`config.mk`:
```
export PLATFORM = sky130hd
export DESIGN_NAME = parallel_video_input_capture_flat
export DESIGN_NICKNAME = d
export VERILOG_FILES = /design/src/hw/video_pkg.sv /design/src/hw/video_bus_if.sv /design/src/hw/parallel_video_input_capture.sv /design/src/flat_wrapper.sv
export VERILOG_INCLUDE_DIRS = /design/src /design/src/hw
export SDC_FILE = /design/constraint.sdc
export NUM_CORES = 1
export LEC_CHECK = 0
export BUFFER_PORTS_ARGS = -buffer_cell sky130_fd_sc_hd__buf_2
export CORE_MARGIN = 2
export CORE_UTILIZATION = 50
export DETAILED_ROUTE_END_ITERATION = 16
export GPL_TIMING_DRIVEN = 0
export PLACE_DENSITY = 0.79
export SLEW_MARGIN = 20
export SYNTH_ARGS = -nofsm -noshare
export SYNTH_HDL_FRONTEND = slang
export SYNTH_SLANG_ARGS = --single-unit
```
`constraint.sdc`:
```
create_clock -name clk_in -period 4.7 [get_ports clk_in]
set_input_delay 0.47 -clock clk_in [delete_from_list [all_inputs] [get_ports clk_in]]
set_output_delay 0.47 -clock clk_in [all_outputs]
set_load 0.02 [all_outputs]
```
`src/hw/video_capture_consts.svh`:
```
// Shared constants of the parallel video port: bus slices, timing codes and source timing
`ifndef VIDEO_CAPTURE_CONSTS_SVH
`define VIDEO_CAPTURE_CONSTS_SVH

// Widths
`define BUS_W      24
`define CW         12
// Timing reference codes and their lanes
`define CODE_FF    8'hFF
`define CODE_00    8'h00
`define TRS_MSB    11
`define TRS_LSB    4
`define XY_F       6
`define XY_V       5
`define XY_H       4
`define TRS_LAST   2'd3
// 4:4:4 24-bit lanes
`define B_MSB      7
`define B_LSB      0
`define G_MSB      15
`define G_LSB      8
`define R_MSB      23
`define R_LSB      16
// 4:4:4 12-bit half words and 4:2:2 luma/chroma lanes
`define HALF_MSB   11
`define HALF_LSB   0
`define LUMA_MSB   11
`define CHROMA_MSB 23
`define L16_LSB    4
`define L20_LSB    2
`define L24_LSB    0
`define C16_LSB    16
`define C20_LSB    14
`define C24_LSB    12
// Source pixel clock divider: half period of four clk_in cycles
`define SRC_LAST   3'd3
`define SRC_DECIDE 3'd0
// Source line and frame timing, counted in bus words and lines
`define H_ACT      8'd16
`define H_BLK      8'd8
`define HS_W       8'd4
`define TRS_LEN    8'd4
`define V_ACT      4'd4
`define V_TOT      4'd6

`endif

```
`src/hw/video_pkg.sv`:
```
// Types shared by both ends of the parallel video port
package video_pkg;
    `include "video_capture_consts.svh"

    // Input format selected by software
    typedef enum logic [2:0] {FMT_444_24, FMT_444_12, FMT_422_16, FMT_422_20, FMT_422_24} fmt_t;

    // One captured pixel
    typedef struct packed {
        logic [`CW-1:0] cr;
        logic [`CW-1:0] y;
        logic [`CW-1:0] cb;
        logic           odd;
    } pix_t;

    // Capture end state
    typedef struct packed {
        logic           prev_clk;
        logic [1:0]     trs_cnt;
        logic           fld;
        logic           vbl;
        logic           hbl;
        logic           act;
        logic           odd;
        logic           ddr_hi;
        logic [`CW-1:0] lo_half;
        pix_t           ent0;
        pix_t           ent1;
        logic           v0;
        logic           v1;
        logic           lsync;
        logic           fsync;
        logic           ovf;
    } cap_state_t;

    // Source line phases; the phase names the next word to send
    typedef enum logic [1:0] {PH_ACT, PH_EAV, PH_HBLK, PH_SAV} src_phase_t;

    // Source end state
    typedef struct packed {
        logic              pclk;
        logic [2:0]        hcnt;
        logic              tick;
        logic              rdy;
        src_phase_t        phase;
        logic [7:0]        wcnt;
        logic [3:0]        line;
        logic              odd;
        logic              hi;
        logic [`CW-1:0]    hi_half;
        logic [`BUS_W-1:0] data;
        logic              ls;
        logic              fs;
        logic              av;
        logic              unr;
    } src_state_t;
endpackage

```
`src/hw/video_bus_if.sv`:
```
// Parallel video bus between a video source and the capture port
`timescale 1ns/1ps
`include "video_capture_consts.svh"
interface video_bus_if;
    logic              pix_clk;            // Pixel clock level, sampled by clk_in
    logic [`BUS_W-1:0] data;               // Pixel data lanes
    logic              line_sync;          // Line sync, grounded with embedded syncs
    logic              frame_sync;         // Frame sync, grounded with embedded syncs
    logic              active_video_flag;  // Active video, grounded with embedded syncs

    modport source  (output pix_clk, data, line_sync, frame_sync, active_video_flag);
    modport capture (input  pix_clk, data, line_sync, frame_sync, active_video_flag);
endinterface

```
`src/hw/parallel_video_input_capture.sv`:
```
// Capture end of the parallel video port: edge select, lane unpacking, embedded sync decode, buffer
// Functional notes
// - 24-bit 4:4:4: whole pixel, B/G/R lanes
// - 4:2:2: luma every clock, one chroma
// - 4:2:2: even pixels Cb, odd pixels Cr
// - Source keeps active intervals even length
// - 16-bit: luma D11..D4, chroma D23..D16
// - 20-bit: luma D11..D2, chroma D23..D14
// - 24-bit 4:2:2: luma D11..D0, chroma D23..D12
// - Embedded syncs: sync pins grounded, timing in data
// - Detect FF 00 00 XY on D11..D4
// - 20-bit embedded mode matches BT1120 20-bit
// - Source grounds unused data lanes
// - Format set by configuration, no autodetect
// - Sample on configured pixel clock edge
// - Dual edge: word on both edges
// - 12-bit dual edge input supported
// - 1X single rate, 0.5X double rate
// - Double rate embedded uses same mapping
`timescale 1ns/1ps
`include "video_capture_consts.svh"
module parallel_video_input_capture
    import video_pkg::*;
(
    input  wire logic          clk_in,          // System clock
    input  wire logic          rst_n_in,        // Async reset
    video_bus_if.capture       bus,             // Video bus from source
    input  wire video_pkg::fmt_t fmt_in,        // Input format
    input  wire logic          embedded_in,     // Syncs carried in data
    input  wire logic          edge_sel_in,     // 0 rising, 1 falling
    input  wire logic          dual_edge_in,    // Capture on both edges
    input  wire logic          pix_ready_in,    // Receiver accepts pixel
    output logic               pix_valid_out,   // Pixel available
    output logic [`CW-1:0]     y_out,           // Luma or green
    output logic [`CW-1:0]     cb_out,          // Cb or blue
    output logic [`CW-1:0]     cr_out,          // Cr or red
    output logic               odd_out,         // Odd pixel of a 4:2:2 pair
    output logic               line_sync_out,   // Line sync
    output logic               frame_sync_out,  // Frame sync or vertical blank
    output logic               active_out,      // Active video
    output logic               field_out,       // Field flag
    output logic               overflow_out     // Sticky pixel loss
);
    import video_pkg::*;

    cap_state_t        s_reg;      // All state
    cap_state_t        s_next;     // Next state
    logic              rise;       // Pixel clock rose
    logic              fall;       // Pixel clock fell
    logic              take;       // Sample the bus now
    logic              keep;       // Sampled word is a pixel
    logic              xy;         // Sampled word is a timing code XY
    logic              pop;        // Receiver takes head
    logic              can_push;   // Buffer has room
    logic              push;       // Pixel to store
    logic [7:0]        w;          // Timing code lanes
    logic [`CW-1:0]    yv;         // Unpacked luma
    logic [`CW-1:0]    cv;         // Unpacked chroma
    logic [`BUS_W-1:0] full;       // Rebuilt 12-bit dual edge pixel
    pix_t              px;         // Pixel being built

    // Next state: edge detect, unpacking, sync decode and buffer
    always_comb begin
        s_next   = s_reg;
        rise     = bus.pix_clk & ~s_reg.prev_clk;
        fall     = ~bus.pix_clk & s_reg.prev_clk;
        keep     = 1'b0;
        xy       = 1'b0;
        push     = 1'b0;
        yv       = '0;
        cv       = '0;
        full     = '0;
        px       = '0;
        w        = bus.data[`TRS_MSB:`TRS_LSB];
        pop      = s_reg.v0 & pix_ready_in;
        can_push = ~(s_reg.v0 & s_reg.v1) | pop;
        s_next.prev_clk = bus.pix_clk;
        // Edge choice: both edges give 0.5X clocking, one edge gives 1X
        if (dual_edge_in) begin
            take = rise | fall;
        end else begin
            take = edge_sel_in ? fall : rise;
        end
        if (take) begin
            if (embedded_in) begin
                // Sync pins ignored; timing from codes in the stream
                xy = (s_reg.trs_cnt == `TRS_LAST);
                if (xy) begin
                    // Decode field, vertical and horizontal flags
                    s_next.fld     = w[`XY_F];
                    s_next.vbl     = w[`XY_V];
                    s_next.hbl     = w[`XY_H];
                    s_next.act     = ~w[`XY_V] & ~w[`XY_H];
                    s_next.trs_cnt = '0;
                end else if (w == `CODE_FF) begin
                    s_next.trs_cnt = 2'd1;
                end else if (w == `CODE_00 && s_reg.trs_cnt != 2'd0) begin
                    s_next.trs_cnt = s_reg.trs_cnt + 2'd1;
                end else begin
                    s_next.trs_cnt = '0;
                end
                s_next.lsync = s_next.hbl;
                s_next.fsync = s_next.vbl;
                // FF and 00 are reserved codes, never video
                keep = s_reg.act & ~xy & (w != `CODE_FF) & (w != `CODE_00);
            end else begin
                // Separate syncs taken from the pins
                s_next.lsync   = bus.line_sync;
                s_next.fsync   = bus.frame_sync;
                s_next.act     = bus.active_video_flag;
                s_next.fld     = 1'b0;
                s_next.trs_cnt = '0;
                keep           = bus.active_video_flag;
            end
            if (keep) begin
                // Lane unpacking follows the configured format only
                case (fmt_in)
                    FMT_444_24: begin
                        px.cb = `CW'(bus.data[`B_MSB:`B_LSB]);
                        px.y  = `CW'(bus.data[`G_MSB:`G_LSB]);
                        px.cr = `CW'(bus.data[`R_MSB:`R_LSB]);
                        push  = 1'b1;
                    end
                    FMT_444_12: begin
                        // Low half first, high half on the next edge
                        if (!s_reg.ddr_hi) begin
                            s_next.lo_half = bus.data[`HALF_MSB:`HALF_LSB];
                            s_next.ddr_hi  = 1'b1;
                        end else begin
                            full   = {bus.data[`HALF_MSB:`HALF_LSB], s_reg.lo_half};
                            px.cb  = `CW'(full[`B_MSB:`B_LSB]);
                            px.y   = `CW'(full[`G_MSB:`G_LSB]);
                            px.cr  = `CW'(full[`R_MSB:`R_LSB]);
                            push   = 1'b1;
                            s_next.ddr_hi = 1'b0;
                        end
                    end
                    default: begin
                        // 4:2:2: luma each word, chroma alternates
                        if (fmt_in == FMT_422_16) begin
                            yv = `CW'(bus.data[`LUMA_MSB:`L16_LSB]);
                            cv = `CW'(bus.data[`CHROMA_MSB:`C16_LSB]);
                        end else if (fmt_in == FMT_422_20) begin
                            yv = `CW'(bus.data[`LUMA_MSB:`L20_LSB]);
                            cv = `CW'(bus.data[`CHROMA_MSB:`C20_LSB]);
                        end else begin
                            yv = bus.data[`LUMA_MSB:`L24_LSB];
                            cv = bus.data[`CHROMA_MSB:`C24_LSB];
                        end
                        px.y   = yv;
                        px.odd = s_reg.odd;
                        if (s_reg.odd) begin
                            px.cr = cv;
                        end else begin
                            px.cb = cv;
                        end
                        s_next.odd = ~s_reg.odd;
                        push       = 1'b1;
                    end
                endcase
            end
            // Pair position restarts with each active interval
            if (!s_next.act) begin
                s_next.odd    = 1'b0;
                s_next.ddr_hi = 1'b0;
            end
        end
        // Two-entry buffer; head always sits in entry 0
        if (pop) begin
            s_next.ent0 = s_reg.ent1;
            s_next.v0   = s_reg.v1;
            s_next.v1   = 1'b0;
        end
        if (push) begin
            if (!can_push) begin
                s_next.ovf = 1'b1;  // Word lost, sticky until reset
            end else if (!s_next.v0) begin
                s_next.ent0 = px;
                s_next.v0   = 1'b1;
            end else begin
                s_next.ent1 = px;
                s_next.v1   = 1'b1;
            end
        end
    end

    // State register
    always_ff @(posedge clk_in or negedge rst_n_in) begin
        if (!rst_n_in) begin
            s_reg <= '0;
        end else begin
            s_reg <= s_next;
        end
    end

    // Outputs straight from state flops
    assign pix_valid_out  = s_reg.v0;
    assign y_out          = s_reg.ent0.y;
    assign cb_out         = s_reg.ent0.cb;
    assign cr_out         = s_reg.ent0.cr;
    assign odd_out        = s_reg.ent0.odd;
    assign line_sync_out  = s_reg.lsync;
    assign frame_sync_out = s_reg.fsync;
    assign active_out     = s_reg.act;
    assign field_out      = s_reg.fld;
    assign overflow_out   = s_reg.ovf;
endmodule

```
`src/flat_wrapper.sv`:
```
// flat-port wrapper written by rule: the top's interface ports become plain ports
module parallel_video_input_capture_flat import video_pkg::*;
  (clk_in, rst_n_in, fmt_in, embedded_in, edge_sel_in, dual_edge_in, pix_ready_in, pix_valid_out, y_out, cb_out, cr_out, odd_out, line_sync_out, frame_sync_out, active_out, field_out, overflow_out, bus_pix_clk, bus_data, bus_line_sync, bus_frame_sync, bus_active_video_flag);
  video_bus_if bus_i ();
  input  wire logic clk_in;
  input  wire logic rst_n_in;
  input  wire video_pkg::fmt_t fmt_in;
  input  wire logic embedded_in;
  input  wire logic edge_sel_in;
  input  wire logic dual_edge_in;
  input  wire logic pix_ready_in;
  output logic pix_valid_out;
  output logic [`CW-1:0] y_out;
  output logic [`CW-1:0] cb_out;
  output logic [`CW-1:0] cr_out;
  output logic odd_out;
  output logic line_sync_out;
  output logic frame_sync_out;
  output logic active_out;
  output logic field_out;
  output logic overflow_out;
  input wire logic [$bits(bus_i.pix_clk)-1:0] bus_pix_clk;
  input wire logic [$bits(bus_i.data)-1:0] bus_data;
  input wire logic [$bits(bus_i.line_sync)-1:0] bus_line_sync;
  input wire logic [$bits(bus_i.frame_sync)-1:0] bus_frame_sync;
  input wire logic [$bits(bus_i.active_video_flag)-1:0] bus_active_video_flag;
  assign bus_i.pix_clk = bus_pix_clk;
  assign bus_i.data = bus_data;
  assign bus_i.line_sync = bus_line_sync;
  assign bus_i.frame_sync = bus_frame_sync;
  assign bus_i.active_video_flag = bus_active_video_flag;
  parallel_video_input_capture u_core (.clk_in(clk_in), .rst_n_in(rst_n_in), .bus(bus_i), .fmt_in(fmt_in), .embedded_in(embedded_in), .edge_sel_in(edge_sel_in), .dual_edge_in(dual_edge_in), .pix_ready_in(pix_ready_in), .pix_valid_out(pix_valid_out), .y_out(y_out), .cb_out(cb_out), .cr_out(cr_out), .odd_out(odd_out), .line_sync_out(line_sync_out), .frame_sync_out(frame_sync_out), .active_out(active_out), .field_out(field_out), .overflow_out(overflow_out));
endmodule
```
* After elaboration in Yosys (flattened, before gate mapping) *
Index checks and enable logic that the tools add are counted.

cells by class
  add/subtract/negate cells = 1
  equality and inequality tests = 10
  mux-type cells = 40
  bitwise operators = 19
  reduce and logical (&&, ||, !) cells = 13

operators by type and width
  operator                                                               number
  37-bit 2-to-1 mux                                                      5
  76-bit 2-to-1 mux                                                      2
  12-bit 2-to-1 mux                                                      7
  36-bit case mux with 2 select lines                                    1
  32-bit 2-to-1 mux                                                      1
  1-bit 2-to-1 mux                                                       14
  14-bit 2-to-1 mux                                                      1
  13-bit 2-to-1 mux                                                      1
  2-bit 2-to-1 mux                                                       6
  1-bit inverter                                                         9
  3-bit AND reduction                                                    3
  1-bit AND                                                              8
  8-bit equality test, second input constant                             1
  8-bit logical NOT                                                      1
  8-bit != test, second input constant                                   1
  8-bit nonzero test                                                     1
  3-bit by 2-bit equality test with 1-bit output, second input constant  2
  2-bit by 1-bit != test with 1-bit output, second input constant        3
  2-bit AND reduction                                                    3
  4-bit 2-to-1 mux                                                       1
  4-bit AND reduction                                                    1
  3-bit by 1-bit equality test with 1-bit output, second input constant  1
  3-bit logical NOT                                                      1
  3-bit 2-to-1 mux                                                       1
  other kinds (7)                                                        8

word-level totals
  flip-flop bits (word level) = 100
  output and inout port bits = 43

* Depth between registers and ports, before layout *
  word-level depth = 12
  depth in mapped cells = 10
  gate-level depth less buffers = 7

* Worst setup path before layout *
No wires, ideal clock.

  kind = register -> register
  start = reg u_core.s_reg[97] in the netlist's numbering
  end = reg u_core.s_reg[10] in the netlist's numbering
  data arrival time = 2.184 ns
  required time = 4.575 ns
  slack = 2.391 ns
  stages on the path, launching flop included = 11
  path buffers = 4
  period minus slack after synthesis = 2.309 ns
  path through = dfrtp_1 ha_1 buf_2 nand2b_4 a21o_1 o21a_1 buf_4 nor3_1 buf_6 buf_6 mux2_4

between the ends
  word-level cells in the longest chain between the ends = 10
  elaborated cells on any way between the ends = 12
  classes of those cells = eq/ne: 1; mux: 6; bitwise: 4; reduce/logical: 1

RTL lines
  element                            line                                 text
  from (decl)                        parallel_video_input_capture.sv:46   cap_state_t s_reg;
  from (signal assigned)             parallel_video_input_capture.sv:192  s_reg <= s_next;
  2-bit equality test (no line) (*)  n/a
  1-bit inverter (*)                 parallel_video_input_capture.sv:105  keep = s_reg.act & ~xy & (w != `CODE_FF) & (w != `CODE_00);
  1-bit AND (*) (3 in series)        parallel_video_input_capture.sv:105
  1-bit 2-to-1 mux (*)               parallel_video_input_capture.sv:85   if (embedded_in) begin
  1-bit 2-to-1 mux (*)               parallel_video_input_capture.sv:84   if (take) begin
  1-bit 2-to-1 mux                   parallel_video_input_capture.sv:115  if (keep) begin
  1-bit 2-to-1 mux                   parallel_video_input_capture.sv:84
  3-bit AND reduction (no line)      n/a

Every way passes the cells marked *; elsewhere a longest branch is shown, timed or not. The select of a mux whose other input is x is not followed.
A chain may end at the register's enable or synchronous reset.

* Final worst setup path *
  start = reg u_core.s_reg[99] in the netlist's numbering
  end = reg u_core.s_reg[20] in the netlist's numbering

between the ends
  word-level cells in the longest chain between the ends = 6
  elaborated cells on any way between the ends = 9
  classes of those cells = mux: 4; bitwise: 4; reduce/logical: 1

RTL lines
  element                                               line                                                                    text
  1-bit inverter                                        parallel_video_input_capture.sv:65                                      rise = bus.pix_clk & ~s_reg.prev_clk;
  1-bit AND                                             parallel_video_input_capture.sv:65
  1-bit 2-to-1 mux or 1-bit bitwise OR (tied branches)  parallel_video_input_capture.sv:82, parallel_video_input_capture.sv:80
  1-bit 2-to-1 mux (*)                                  parallel_video_input_capture.sv:79                                      if (dual_edge_in) begin
  1-bit 2-to-1 mux                                      parallel_video_input_capture.sv:84
  3-bit AND reduction (no line)                         n/a

Every way passes the cells marked *; elsewhere a longest branch is shown, timed or not.

==> impl_metrics.yaml <==
outcome:
  status: "completed"
timing:
  period_needed_ps: 2600
  fin_tns_setup_ps: 0
  postLayoutSetupSlackWorst_ps: 2100
  tightest_slew_ps: 880
  slew_headroom_pct: 41.3
  period_share_pct: 55.4
  rsz0062_at_grt: "false"
  hold_viol_final: 0
  fmax_mhz: 384
  finalSetupViolCount: 0
  skew_ps: 6.18
  timing.hold.ws_ps: 56.0
  slew_viol_final: 0
critical_path:
  cp-end-kind: "register"
  cp.required_ps: 4930
  path_cells: "ha_1, and2_1, o31ai_2, buf_2, clkbuf_1, nor3_1, mux2_1"
  worst-path-max-fanout: 10
  path_class: "reg2reg"
  cp.arrival_ps: 2830
  slowest_delay_ps: 510
  cp_num_buf_inv: 2
  cp_top_family: "buffers and inverters"
  startpoint_type: "register"
  critPathSlowestCell: "clkbuf_1"
global_routing:
  track_usage_pct: 25.5
  grt_max_degree: 55
  grt_pass1_vias: 4774
  globalRoute.totalOverflow: 0
  antenna_found_initial: 0
  grt_pass1_wl_um: 25600
power_and_ir_drop:
  combPwrFrac_pct: 39.7
  swShare_pct: 35.6
  cellInternalPower_mw: 2.28
  switching_power_mw: 1.26
  seqPwrFrac_pct: 37.7
  power_frac_clock_pct: 22.5
  p_per_area_nw_per_um2: 509
  vdd_drop_max_uv: 207
  cellLeakagePower_nw: 3.33
  fin_total_pwr_mw: 3.54
synth:
  ys_types: 61
  ys_seq_area_share_pct: 41.5
  synth_nets: 608
  yosysTopAreaCell: "dfrtp_1"
  postSynthAreaPerCell_um2: 10.6
  synthMostInstantiatedCell: "mux2i_1"
  synth_area_um2: 6030
  synthFlopType: "dfrtp_1"
  yosys_warnings: 0
  yosysTopAreaCellShare_pct: 41.5
  ys_ff_latch: 100
  yosys-top-cells-area: "dfrtp_1 42%, mux2i_1 17%, buf_4 4.7%"
  synthArstFlopShare_pct: 100
  ys_top_cells_by_count: "101 x mux2i_1, 100 x dfrtp_1, 38 x buf_4"
  synth_edf_count: 0
  synthCells: 567
clock_network:
  insertion_delay_ps: 350
  cts.clk_slew.worst_paths_ps: 70
  cts_resized: 0
  post_cts_buffers: 0
  clock-sinks: 100
  cts_buffers: 9
  cts_htree_levels: 3
  clock-root-buffer: "clkbuf_16"
  cts_hold_buf: 0
  clock_path_buffers: 2
  cts_tree: "built"
die:
  ios: 80
  fp.dieW_um: 114
  start_util_pct: 50.6
  die_h_um: 114
  num_rows: 40
  core_um2: 11900
  die-area_um2: 12900
place:
  hpwlAfterDp_um: 11700
  dp_worst_setup_slack_ps: 1920
  dpl.cell_count: 791
  gp_congestion: 0.975
  portBuffers: 76
  placedInstanceArea_um2: 6630
layout:
  layout-drive-gt1-share_pct: 28.9
  layout.cells.non_filler: 807
  largest_reg_flops: 57
  post-route-util_pct: 58.3
  syn_to_final_growth_pct: 15.2
  fin_nets: 696
  diodes: 0
  final_area_um2: 6940
min_path:
  min_path_type: "in2async"
route:
  wire_per_inst_um: 19.9
  vias: 4821
  drt_iter0_markers: 416
  remaining_drc_errors: 0
  dr.pass1.iters: 6
  antenna_left: 0
  avgViaCountPerCell: 5.97
  routed_wl_um: 16000
job:
  max_cap_violations: 0
## power by group through the flow
stage | clock network, mW | logic (mW) | registers [mW]
2_1_floorplan | 0 | 1.04 | 1.31
5_1_grt | 0.845 | 1.52 | 1.37
4_1_cts | 0.800 | 1.41 | 1.33
6_report | 0.797 | 1.40 | 1.33
3_5_place_dp | 0 | 1.39 | 1.35
3_3_place_gp | 0 | 1.35 | 1.33
## cells by family (layout without fill, tap and decap cells)
group	after synthesis	in the layout	synth area share [%]
compound gates	99	99	12.2
mux	137	137	24.4
simple gates	119	119	10.6
buf+inv	108	201	10.5
fa+ha+maj	4	4	0.830
flops	100	100	41.5
## routing by layer
| metal | routed length [um] | vias up | GRT usage, % |
|---|---|---|---|
| met3 | 1110 | 33 | 2.98 |
| met4 | 431 | 0 | 9.51 |
| met2 | 7630 | 231 | 41.9 |
| li1 | - | 2203 | - |
| met5 | 0 | - | 0 |
| met1 | 6870 | 2354 | 35.0 |
## area by class of cell
type | count | area, um^2
flip-flops and latches | 100 | 2500
plain buffers | 83 | 538
clock inverters | 6 | 87.6
fillers | 1005 | 4970
clock buffers | 10 | 229
inverters | 25 | 93.8
multi-input cells | 359 | 2890
well taps | 147 | 184
repair buffers | 77 | 414
## cell usage in the layout (no fill, tap or decap), types with 3 or more instances in the layout
cell,n
a211o_1,3
a211oi_1,4
a21oi_1,18
a221oi_1,5
a22o_1,13
a22oi_1,3
a2bb2oi_1,3
and2_1,4
buf_2,85
buf_4,38
buf_6,6
buf_8,3
clkbuf_1,26
clkbuf_16,9
dfrtp_1,100
ha_1,4
inv_1,24
mux2_2,20
mux2_4,14
mux2i_1,101
nand2_1,25
nand2b_1,8
nand3_1,15
nand4_1,10
nor2_1,9
nor2b_1,6
nor3_1,29
o2111ai_1,4
o21ai_0,14
o22ai_1,5
o2bb2ai_1,6
## worst paths after layout
kind                                            start                     to  slack (ps)  cells past startpoint
worst min-delay path                         rst_n_in      u_core.cr_out[10]          60                      1
worst max-delay path                 u_core.s_reg[99]       u_core.s_reg[20]        2100                      7
min in group clk_in                       bus_pix_clk       u_core.s_reg[99]         270                      1
worst max register to register       u_core.s_reg[99]       u_core.s_reg[20]        2100                      7
max in group asynchronous                    rst_n_in        u_core.y_out[2]        4020                      2
worst min register to register  u_core.frame_sync_out  u_core.frame_sync_out         500                      2
No activity file was read; power rests on OpenSTA's default activity.
